[config.mk]
export PLATFORM = sky130hd
export DESIGN_NAME = keypad_event_handler
export DESIGN_NICKNAME = d
export VERILOG_FILES = /design/src/kpe_pkg.sv /design/src/keypad_event_handler.sv
export SDC_FILE = /design/constraint.sdc
export NUM_CORES = 2
export LEC_CHECK = 0
export BUFFER_PORTS_ARGS = -buffer_cell sky130_fd_sc_hd__buf_2
export CAP_MARGIN = 25
export CORE_UTILIZATION = 69
export DETAILED_ROUTE_END_ITERATION = 8
export PLACE_DENSITY = 0.86
export SKIP_CTS_REPAIR_TIMING = 1
export SYNTH_ARGS = -nofsm -noshare
export SYNTH_HDL_FRONTEND = slang
export SYNTH_SLANG_ARGS = --single-unit
[constraint.sdc]
create_clock -name ref_clk -period 8.2 [get_ports ref_clk]
set_input_delay 1.64 -clock ref_clk [delete_from_list [all_inputs] [get_ports ref_clk]]
set_output_delay 1.64 -clock ref_clk [all_outputs]
set_load 0.03 [all_outputs]
[src/kpe_pkg.sv]
// Package with constants and types shared by the keypad event handler.
package kpe_pkg;

  // ==========================================================================
  // Sizes
  localparam int KEYS = 25;
  localparam int KEY_W = 5;
  localparam int BYTE_W = 8;
  localparam int BUF_DEPTH = 10;
  localparam int BUF_W = 4;
  localparam int FIFO_DEPTH = 32;
  localparam int LOAD_W = 6;
  localparam logic [LOAD_W-1:0] LOAD_LAST = 6'h31;
  localparam logic [LOAD_W-1:0] LOAD_UP_FIRST = 6'h19;
  localparam logic [BUF_W-1:0] BUF_LAST = 4'h9;
  localparam logic [BUF_W-1:0] BUF_FULL = 4'ha;
  localparam logic [BUF_W-1:0] BUF_ONE = 4'h1;
  localparam int MORE_BIT = 7;

  // ==========================================================================
  // Command bytes
  localparam logic [7:0] PREFIX = 8'hfe;
  localparam logic [7:0] CMD_AUTO_OFF = 8'h4f;
  localparam logic [7:0] CMD_CLEAR = 8'h45;
  localparam logic [7:0] CMD_DEBOUNCE = 8'h55;
  localparam logic [7:0] CMD_REP_MODE = 8'h7e;
  localparam logic [7:0] CMD_ASSIGN = 8'hd5;
  // Defaults for the three codes that the host side must agree on.
  localparam logic [7:0] DEF_AUTO_EN = 8'h41;
  localparam logic [7:0] DEF_POLL = 8'h26;
  localparam logic [7:0] DEF_REP_OFF = 8'h60;
  localparam logic [7:0] KEEP_CODE = 8'hff;
  localparam logic [7:0] MODE_HOLD = 8'h01;
  localparam logic [7:0] POLL_EMPTY = 8'h00;

  // ==========================================================================
  // Reset values
  localparam logic [7:0] DEB_DEFAULT = 8'h08;
  localparam logic [7:0] DOWN_BASE = 8'h41;
  localparam logic [7:0] UP_BASE = 8'h61;

  // ==========================================================================
  // Timing
  localparam int CLK_PERIOD_NS = 20;
  localparam int DEB_TICK_NS = 6554000;
  localparam int REP_DELAY_NS = 1000000000;
  localparam int REP_RATE_HZ = 5;
  localparam int REP_PERIOD_NS = REP_DELAY_NS / REP_RATE_HZ;
  localparam int DEB_TICK_CYC = DEB_TICK_NS / CLK_PERIOD_NS;
  localparam int REP_DELAY_CYC = REP_DELAY_NS / CLK_PERIOD_NS;
  localparam int REP_PERIOD_CYC = REP_PERIOD_NS / CLK_PERIOD_NS;

  // ==========================================================================
  // Types
  typedef struct packed {
    logic valid;
    logic [BYTE_W-1:0] data;
  } kpe_byte_t;

  typedef enum logic [4:0] {
    ST_IDLE = 5'b00001,
    ST_CMD = 5'b00010,
    ST_DEB = 5'b00100,
    ST_MODE = 5'b01000,
    ST_LOAD = 5'b10000
  } kpe_state_t;

endpackage

[src/keypad_event_handler.sv]
// Keypad event handler: debounce, repeat, key buffer, command parser, FIFO.
// ============================================================================
`timescale 1ns/1ps
`default_nettype none

// ============================================================================
// Output FIFO
module kpe_fifo #(
  parameter int WIDTH = 8,
  parameter int DEPTH = 32
) (
  input wire logic ref_clk,
  input wire logic rst_n,
  input wire logic inValid,
  input wire logic [WIDTH-1:0] inData,
  output logic inReady,
  output logic outValid_ff,
  output logic [WIDTH-1:0] outData_ff,
  input wire logic outReady
);
  localparam int PW = $clog2(DEPTH);
  localparam logic [PW-1:0] PTR_LAST = PW'(DEPTH - 1);
  localparam logic [PW:0] CNT_FULL = (PW + 1)'(DEPTH);

  logic [WIDTH-1:0] mem [DEPTH];
  logic [PW-1:0] wrPtr_ff;
  logic [PW-1:0] rdPtr_ff;
  logic [PW:0] count_ff;
  logic push;
  logic pop;

  // Full is honest: the output stage is extra room, not counted here.
  assign inReady = (count_ff != CNT_FULL);
  assign push = inValid && inReady;
  assign pop = (count_ff != '0) && (!outValid_ff || outReady);

  // Storage is written without reset; only pointers need a defined value.
  always_ff @(posedge ref_clk) begin
    if (push) begin
      mem[wrPtr_ff] <= inData;
    end
  end

  // Pointers and occupancy.
  always_ff @(posedge ref_clk or negedge rst_n) begin
    if (!rst_n) begin
      wrPtr_ff <= '0;
      rdPtr_ff <= '0;
      count_ff <= '0;
    end else begin
      if (push) begin
        wrPtr_ff <= (wrPtr_ff == PTR_LAST) ? '0 : wrPtr_ff + 1'b1;
      end
      if (pop) begin
        rdPtr_ff <= (rdPtr_ff == PTR_LAST) ? '0 : rdPtr_ff + 1'b1;
      end
      count_ff <= count_ff + (push ? 1'b1 : 1'b0) - (pop ? 1'b1 : 1'b0);
    end
  end

  // Registered output stage so the port comes straight from a flip-flop.
  always_ff @(posedge ref_clk or negedge rst_n) begin
    if (!rst_n) begin
      outValid_ff <= 1'b0;
      outData_ff <= '0;
    end else if (pop) begin
      outValid_ff <= 1'b1;
      outData_ff <= mem[rdPtr_ff];
    end else if (outReady) begin
      outValid_ff <= 1'b0;
    end
  end
endmodule // kpe_fifo

// ============================================================================
// Top level
module keypad_event_handler
  import kpe_pkg::*;
#(
  parameter logic [7:0] CMD_AUTO_EN = DEF_AUTO_EN,
  parameter logic [7:0] CMD_POLL = DEF_POLL,
  parameter logic [7:0] CMD_REP_OFF = DEF_REP_OFF,
  parameter int TICK_CYC = DEB_TICK_CYC,
  parameter int DELAY_CYC = REP_DELAY_CYC,
  parameter int PERIOD_CYC = REP_PERIOD_CYC
) (
  input wire logic ref_clk,
  input wire logic rst_n,
  input wire logic [KEYS-1:0] keyRaw,
  input wire kpe_byte_t rxIn,
  output kpe_byte_t txOut,
  input wire logic txReady,
  output logic autoTx_ff,
  output logic [BUF_W-1:0] bufCount_ff
);
  kpe_state_t state_ff;
  logic [7:0] debArg_ff;
  logic holdMode_ff;
  logic repOff_ff;
  logic [LOAD_W-1:0] loadIdx_ff;
  logic [7:0] downCode_ff [KEYS];
  logic [7:0] upCode_ff [KEYS];
  logic [31:0] tickCnt_ff;
  logic tick;
  logic [KEYS-1:0] stable_ff;
  logic [KEYS-1:0] pendDown_ff;
  logic [KEYS-1:0] pendUp_ff;
  logic [KEYS-1:0] pressAcc;
  logic [KEYS-1:0] relAcc;
  logic [KEYS-1:0] serveSel;
  logic repActive_ff;
  logic repPend_ff;
  logic [KEY_W-1:0] repKey_ff;
  logic [31:0] repCnt_ff;
  logic [7:0] keyBuf_ff [BUF_DEPTH];
  logic [BUF_W-1:0] bufRd_ff;
  logic [BUF_W-1:0] bufWr_ff;
  logic pollPend_ff;
  logic evtValid;
  logic evtIsRep;
  logic [KEY_W-1:0] evtKey;
  logic [7:0] evtCode;
  logic evtServe;
  logic bufStore;
  logic pollPush;
  logic fifoValid;
  logic [7:0] fifoData;
  logic fifoReady;
  logic cmdPoll;
  logic cmdClear;
  logic pressSeen;
  logic [KEY_W-1:0] pressKey;

  // ==========================================================================
  // Command parser
  // Command byte decode while the parser waits for it.
  assign cmdPoll = rxIn.valid && (state_ff == ST_CMD) && (rxIn.data == CMD_POLL);
  assign cmdClear = rxIn.valid && (state_ff == ST_CMD) && (rxIn.data == CMD_CLEAR);

  // Unknown command bytes fall back to idle so the parser resynchronises.
  always_ff @(posedge ref_clk or negedge rst_n) begin
    if (!rst_n) begin
      state_ff <= ST_IDLE;
      loadIdx_ff <= '0;
    end else if (rxIn.valid) begin
      unique case (state_ff)
        ST_IDLE: begin
          if (rxIn.data == PREFIX) begin
            state_ff <= ST_CMD;
          end
        end
        ST_CMD: begin
          loadIdx_ff <= '0;
          if (rxIn.data == CMD_DEBOUNCE) begin
            state_ff <= ST_DEB;
          end else if (rxIn.data == CMD_REP_MODE) begin
            state_ff <= ST_MODE;
          end else if (rxIn.data == CMD_ASSIGN) begin
            state_ff <= ST_LOAD;
          end else begin
            state_ff <= ST_IDLE;
          end
        end
        ST_DEB, ST_MODE: begin
          state_ff <= ST_IDLE;
        end
        ST_LOAD: begin
          loadIdx_ff <= loadIdx_ff + 1'b1;
          if (loadIdx_ff == LOAD_LAST) begin
            state_ff <= ST_IDLE;
          end
        end
      endcase
    end
  end

  // Mode bits set by commands.
  always_ff @(posedge ref_clk or negedge rst_n) begin
    if (!rst_n) begin
      autoTx_ff <= 1'b1;
      debArg_ff <= DEB_DEFAULT;
      holdMode_ff <= 1'b0;
      repOff_ff <= 1'b0;
    end else if (rxIn.valid) begin
      if (state_ff == ST_CMD && rxIn.data == CMD_AUTO_OFF) begin
        autoTx_ff <= 1'b0;
      end
      if (state_ff == ST_CMD && rxIn.data == CMD_AUTO_EN) begin
        autoTx_ff <= 1'b1;
      end
      if (state_ff == ST_CMD && rxIn.data == CMD_REP_OFF) begin
        repOff_ff <= 1'b1;
      end
      if (state_ff == ST_DEB) begin
        debArg_ff <= rxIn.data;
      end
      if (state_ff == ST_MODE) begin
        holdMode_ff <= (rxIn.data == MODE_HOLD);
        repOff_ff <= 1'b0;
      end
    end
  end

  // ==========================================================================
  // Key code tables, debounce and per-key event flags
  // One debounce tick of 6.554 ms shared by all keys.
  assign tick = (tickCnt_ff == 32'(TICK_CYC - 1));

  always_ff @(posedge ref_clk or negedge rst_n) begin
    if (!rst_n) begin
      tickCnt_ff <= '0;
    end else begin
      tickCnt_ff <= tick ? '0 : tickCnt_ff + 1'b1;
    end
  end

  for (genvar k = 0; k < KEYS; k++) begin : gKey
    logic [7:0] debCnt_ff;

    // Codes load in row-major order; 255 leaves a slot alone.
    always_ff @(posedge ref_clk or negedge rst_n) begin
      if (!rst_n) begin
        downCode_ff[k] <= DOWN_BASE + 8'(k);
        upCode_ff[k] <= UP_BASE + 8'(k);
      end else if (rxIn.valid && state_ff == ST_LOAD && rxIn.data != KEEP_CODE) begin
        if (loadIdx_ff == LOAD_W'(k)) begin
          downCode_ff[k] <= rxIn.data;
        end
        if (loadIdx_ff == LOAD_UP_FIRST + LOAD_W'(k)) begin
          upCode_ff[k] <= rxIn.data;
        end
      end
    end

    // A change is taken once it has held for the programmed tick count.
    assign pressAcc[k] = (keyRaw[k] != stable_ff[k]) && (debCnt_ff >= debArg_ff)
                         && keyRaw[k];
    assign relAcc[k] = (keyRaw[k] != stable_ff[k]) && (debCnt_ff >= debArg_ff)
                       && !keyRaw[k];

    always_ff @(posedge ref_clk or negedge rst_n) begin
      if (!rst_n) begin
        debCnt_ff <= '0;
        stable_ff[k] <= 1'b0;
      end else if (keyRaw[k] == stable_ff[k]) begin
        debCnt_ff <= '0;
      end else if (debCnt_ff >= debArg_ff) begin
        stable_ff[k] <= keyRaw[k];
        debCnt_ff <= '0;
      end else if (tick) begin
        debCnt_ff <= debCnt_ff + 1'b1;
      end
    end

    // Up codes exist only in hold mode; set wins over a same-cycle serve.
    always_ff @(posedge ref_clk or negedge rst_n) begin
      if (!rst_n) begin
        pendDown_ff[k] <= 1'b0;
        pendUp_ff[k] <= 1'b0;
      end else begin
        if (pressAcc[k]) begin
          pendDown_ff[k] <= 1'b1;
        end else if (serveSel[k] && pendDown_ff[k]) begin
          pendDown_ff[k] <= 1'b0;
        end
        if (relAcc[k] && holdMode_ff && !repOff_ff) begin
          pendUp_ff[k] <= 1'b1;
        end else if (serveSel[k] && !pendDown_ff[k]) begin
          pendUp_ff[k] <= 1'b0;
        end
      end
    end
  end

  // ==========================================================================
  // Typematic repeat
  // Only the lowest-numbered key pressed in a cycle drives the repeat timer.
  always_comb begin
    pressSeen = 1'b0;
    pressKey = '0;
    for (int i = KEYS - 1; i >= 0; i--) begin
      if (pressAcc[i]) begin
        pressSeen = 1'b1;
        pressKey = KEY_W'(i);
      end
    end
  end

  always_ff @(posedge ref_clk or negedge rst_n) begin
    if (!rst_n) begin
      repActive_ff <= 1'b0;
      repKey_ff <= '0;
      repCnt_ff <= '0;
    end else if (pressSeen && !holdMode_ff && !repOff_ff) begin
      repActive_ff <= 1'b1;
      repKey_ff <= pressKey;
      repCnt_ff <= 32'(DELAY_CYC - 1);
    end else if (!stable_ff[repKey_ff] || holdMode_ff || repOff_ff) begin
      repActive_ff <= 1'b0;
    end else if (repActive_ff) begin
      repCnt_ff <= (repCnt_ff == '0) ? 32'(PERIOD_CYC - 1) : repCnt_ff - 1'b1;
    end
  end

  // A repeat stays due until served; the next one is a full period away.
  always_ff @(posedge ref_clk or negedge rst_n) begin
    if (!rst_n) begin
      repPend_ff <= 1'b0;
    end else if (repActive_ff && repCnt_ff == '0 && stable_ff[repKey_ff]) begin
      repPend_ff <= 1'b1;
    end else if (evtServe && evtIsRep) begin
      repPend_ff <= 1'b0;
    end
  end

  // ==========================================================================
  // Event selection and routing
  // Fixed priority: lowest key first, down before up, repeat last.
  always_comb begin
    evtValid = 1'b0;
    evtIsRep = 1'b0;
    evtKey = '0;
    for (int i = KEYS - 1; i >= 0; i--) begin
      if (pendDown_ff[i] || pendUp_ff[i]) begin
        evtValid = 1'b1;
        evtKey = KEY_W'(i);
      end
    end
    if (!evtValid && repPend_ff) begin
      evtValid = 1'b1;
      evtIsRep = 1'b1;
      evtKey = repKey_ff;
    end
  end

  assign evtCode = (evtIsRep || pendDown_ff[evtKey]) ? downCode_ff[evtKey]
                                                     : upCode_ff[evtKey];

  // Auto transmit waits for FIFO room; a buffered event never stalls.
  assign pollPush = pollPend_ff && fifoReady;
  assign evtServe = evtValid && (autoTx_ff ? (fifoReady && !pollPush) : 1'b1);
  assign bufStore = evtServe && !autoTx_ff && (bufCount_ff != BUF_FULL);
  assign serveSel = (evtServe && !evtIsRep) ? (KEYS'(1) << evtKey) : '0;
  assign fifoValid = pollPush || (evtServe && autoTx_ff);

  // The poll reply carries the more-keys flag in its top bit.
  always_comb begin
    fifoData = evtCode;
    if (pollPush) begin
      if (bufCount_ff == '0) begin
        fifoData = POLL_EMPTY;
      end else begin
        fifoData = keyBuf_ff[bufRd_ff];
        fifoData[MORE_BIT] = (bufCount_ff != BUF_ONE);
      end
    end
  end

  // A poll in auto transmit mode is ignored rather than answered.
  always_ff @(posedge ref_clk or negedge rst_n) begin
    if (!rst_n) begin
      pollPend_ff <= 1'b0;
    end else if (cmdPoll && !autoTx_ff) begin
      pollPend_ff <= 1'b1;
    end else if (pollPush) begin
      pollPend_ff <= 1'b0;
    end
  end

  // ==========================================================================
  // Ten-entry key buffer
  always_ff @(posedge ref_clk) begin
    if (bufStore) begin
      keyBuf_ff[bufWr_ff] <= evtCode;
    end
  end

  // Clear beats both a store and a pop issued in the same cycle.
  always_ff @(posedge ref_clk or negedge rst_n) begin
    if (!rst_n) begin
      bufRd_ff <= '0;
      bufWr_ff <= '0;
      bufCount_ff <= '0;
    end else if (cmdClear) begin
      bufRd_ff <= '0;
      bufWr_ff <= '0;
      bufCount_ff <= '0;
    end else begin
      if (bufStore) begin
        bufWr_ff <= (bufWr_ff == BUF_LAST) ? '0 : bufWr_ff + 1'b1;
      end
      if (pollPush && bufCount_ff != '0) begin
        bufRd_ff <= (bufRd_ff == BUF_LAST) ? '0 : bufRd_ff + 1'b1;
      end
      bufCount_ff <= bufCount_ff + (bufStore ? 1'b1 : 1'b0)
                     - ((pollPush && bufCount_ff != '0) ? 1'b1 : 1'b0);
    end
  end

  // ==========================================================================
  // Transmit FIFO
  kpe_fifo #(
    .WIDTH(BYTE_W),
    .DEPTH(FIFO_DEPTH)
  ) uTxFifo (
    .ref_clk(ref_clk),
    .rst_n(rst_n),
    .inValid(fifoValid),
    .inData(fifoData),
    .inReady(fifoReady),
    .outValid_ff(txOut.valid),
    .outData_ff(txOut.data),
    .outReady(txReady)
  );
endmodule // keypad_event_handler

`default_nettype wire

==> impl_metrics.yaml <==
pwr:
  switchingPower_mw: 5.35
  max-vdd-ir-drop_mv: 0.252
  clkPwrFrac: 0.339
  leakage_nw: 25.0
  p_int_mw: 10.9
  seq_power_share: 0.423
  p_comb_frac: 0.238
  power_density_nw_per_um2: 264
  p_sw_frac: 0.329
grt:
  track_usage: 0.375
  antenna_found_initial: 4
  met1_usage: 0.490
  grt_overflow: 0
  grt_pass1_vias: 40800
  top_usage_layer: "met2"
  use_met3: 0.0753
  use_met2: 0.594
  grt_pass1_wl_um: 237000
  grt_max_degree: 171
clock_tree:
  cts.sinks: 1132
  ctsLongestPathBuffers: 3
  cts_tree: "yes"
  clk_latency_ns: 0.74
  root_buffer: "clkbuf_16"
  htree_levels: 3
  cts_made_buffers: 113
  cts.clk_slew.worst_paths_ns: 0.07
detailed_routing:
  num_vias: 40600
  drt-total-wl_um: 156000
  drt-initial-drc-count: 5002
  avgRoutedWirePerCell_um: 26.7
  final_antenna_net_count: 0
  drt_first_pass_iters: 9
  avgViaCountPerCell: 6.95
  drc_errors: 0
hold_path:
  hp-start: "downCode_ff[123]$_DFFE_PN1P_"
  hold_path.class: "register to register"
  hold_path_end: "downCode_ff[123]$_DFFE_PN1P_"
  hold_depth: 2
worst_setup_path:
  critical_path_peak_fanout: 110
  crit_buf_inv: 2
  crit_slowest_cell: "nand2_8"
  ff2ff_path_depth: 13
  arrival_ns: 6.11
  required_ns: 8.65
  crit_type: "register to register"
  critPathLaunchType: "register"
  r2r_slack_ns: 2.54
  r2r_end: "uTxFifo.mem[26][1]$_DFFE_PP_"
  critical_path.cell_chain: "nor4_1 -> nand4_1 -> nor2_2 -> nand3_1 -> nand2_8 -> buf_4 -> mux2i_1 -> o21ai_0 -> a211oi_1 -> a211oi_1 -> mux2i_1 -> o22ai_2 -> buf_8"
  end_kind: "register"
  path_delay_family: "simple AND/OR/NAND/NOR gates"
  r2r-start: "pendDown_ff[11]$_DFFE_PN0P_"
  slowest_delay_ns: 0.77
  cp.depth: 13
yosys:
  synth_ff_type: "dfrtp_1"
  yosysWarnings: 0
  synthAdderAreaFrac: 0.0575
  syn_area_per_cell_sq_um: 12.1
  syn_nets: 4904
  synth_xor_area_frac: 0.0416
  syn_inst: 4611
  ys_seq_elements: 1132
  yosysUniqueCellTypes: 101
  syn_area_sq_um: 56000
  synthArstFlopShare: 0.712
  synth-edff-count: 326
  yosysSeqAreaShare: 0.540
  muxShareOfSynthArea: 0.148
  synthSimpleGateAreaFrac: 0.121
  synth_compound_area_frac: 0.0715
  synth_top_family_by_area: "multiplexers"
floorplanning:
  num_io_pins: 51
  die_x_um: 287
  core-area_sq_um: 80400
  rows: 104
  start_util: 0.696
  die_h_um: 287
  die-area_sq_um: 82200
timing:
  setup_violations: 0
  hold_viol: 0
  fmax_mhz: 177
  finalCritPeriodShare: 0.690
  slew_headroom: 0.193
  fin_crit_ns: 5.66
  worstMarginPinSlew_ns: 1.21
  tns_ns: 0
  rsz0062_at_grt: "false"
  drv_slew: 0
  clock_skew_ns: 0.0399
finish:
  drive_gt1_frac: 0.233
  fin_nets: 4975
  layout_common_cells: "612 x dfrtp_1, 464 x nand2_1, 429 x mux2_2, 424 x nor2_1, 326 x edfxtp_1"
  layout_commonest_cell: "dfrtp_1"
  area_growth_pct: 10.2
  post-route-util: 0.767
place:
  hpwl_um: 93100
  portBuffers: 50
  globalplace.congestion: 0.981
status:
  status: "complete, no violations"
job:
  maxCapViolations: 0
[how the worst max path moves through the flow]
| stage | startpoint | endpoint | slack, ns |
|---|---|---|---|
| 2_1_floorplan | pendDown_ff[21]$_DFFE_PN0P_ | uTxFifo.mem[0][1]$_DFFE_PP_ | 4.05 |
| 3_3_place_gp | pendDown_ff[13]$_DFFE_PN0P_ | uTxFifo.mem[8][3]$_DFFE_PP_ | 2.65 |
| 3_5_place_dp | pendDown_ff[13]$_DFFE_PN0P_ | uTxFifo.mem[9][3]$_DFFE_PP_ | 2.42 |
| 4_1_cts | pendDown_ff[13]$_DFFE_PN0P_ | uTxFifo.mem[2][3]$_DFFE_PP_ | 2.34 |
| 5_1_grt | pendDown_ff[13]$_DFFE_PN0P_ | uTxFifo.mem[3][6]$_DFFE_PP_ | 2.41 |
| 6_report | pendDown_ff[11]$_DFFE_PN0P_ | uTxFifo.mem[26][1]$_DFFE_PP_ | 2.54 |
[cell type report]
cell class                      instances  area, sq um
Antenna cell                            2         5.00
Tap cell                             1060         1330
Inverter                               96          360
Timing Repair Buffer                  140         1110
Fill cell                            4536        18800
Multi-Input combinational cell       3199        24700
Clock inverter                         71          838
Clock buffer                          144         3130
Sequential cell                      1132        30200
[power groups by stage]
stage | clock network (mW) | registers [mW] | logic, mW
global route | 5.74 | 6.90 | 4.02
CTS | 5.51 | 6.87 | 3.65
detailed placement | 0 | 6.95 | 3.53
floorplan | 0 | 6.86 | 2.37
finish | 5.51 | 6.89 | 3.88
global placement | 0 | 6.90 | 3.35
[Yosys cell counts (6+ instances only)]
cell      instances  share of area
or3_1            14         0.0016
o21bai_1         10         0.0013
o21a_1           12         0.0016
clkbuf_1        130         0.0087
buf_2            20         0.0018
inv_1            93         0.0062
nor3b_1          12         0.0016
nand2_1         464          0.031
edfxtp_1        326           0.17
o41ai_1          30         0.0047
nand2b_1         43         0.0048
nand3b_1          8         0.0011
o21ai_1           7        0.00063
o21ai_0         149          0.013
a221oi_1         12         0.0019
nor2_1          424          0.028
dfstp_2         192          0.090
mux2i_1         101          0.018
nand3_1         167          0.015
a21o_1           69         0.0093
o221ai_1          6        0.00094
ha_1            254          0.057
nor2b_1          19         0.0021
a21oi_1          93         0.0083
xor2_1          179          0.028
mux2_2          429          0.086
mux4_2          106          0.043
xnor2_1          87          0.014
o211ai_1          9         0.0012
nor4_1           29         0.0032
and2_1           18         0.0020
buf_1            19         0.0013
nand4_1          71         0.0079
buf_4             7        0.00094
a31oi_1          39         0.0044
nor3_1           46         0.0041
dfrtp_1         614           0.27
or4_1             9         0.0012
and3_1           60         0.0067
o22ai_1          17         0.0019
o31ai_1          13         0.0017
and4_1           26         0.0041
a32oi_1          19         0.0030
a211oi_1         34         0.0046
[per-stage QoR]
stage | instances | worst slack, ns | hold WS (ns) | power (mW) | area, sq um
detailed placement | 5603 | 2.42 | 0.470 | 10.5 | 57400
global placement | 5594 | 2.65 | 0.462 | 10.2 | 57300
CTS | 5818 | 2.34 | 0.487 | 16.0 | 61400
finish | 5844 | 2.54 | 0.487 | 16.3 | 61700
global route | 5843 | 2.41 | 0.503 | 16.7 | 61700
floorplan | 4611 | 4.05 | 0.443 | 9.22 | 56000
[worst register-to-register path, cell delays in order, from the launching register on]
cell	delay, ns
dfrtp_1	0.43
nor4_1	0.70
nand4_1	0.30
nor2_2	0.30
nand3_1	0.33
nand2_8	0.77
buf_4	0.59
mux2i_1	0.22
o21ai_0	0.09
a211oi_1	0.50
a211oi_1	0.14
mux2i_1	0.54
o22ai_2	0.22
buf_8	0.25
[per-layer routing]
layer  part of all wire  vias up
met5            0.00015        -
met4              0.067        4
met3               0.10      755
met2               0.47     2713
met1               0.37    20100
li1                   -    17000
[cell families after synthesis]
family | Yosys count
and+or+nand+nor | 1444
DFF | 1132
muxes | 638
AOI/OAI and AO/OA | 595
buffers and inverters | 280
xor gates and xnor gates | 266
adders and majority gates | 256
[flip-flops by register name, indices dropped and copies added (netlist names), 6 cells and up]
register	flops
downCode_ff	200
uTxFifo.count_ff	6
loadIdx_ff	6
upCode_ff	200
repCnt_ff	32
uTxFifo.outData_ff	8
debArg_ff	8
pendDown_ff	25
tickCnt_ff	32
gKey.debCnt_ff	200
stable_ff	25
uTxFifo.mem	256
pendUp_ff	25
keyBuf_ff	70
Power figures use the tool's default switching activity.
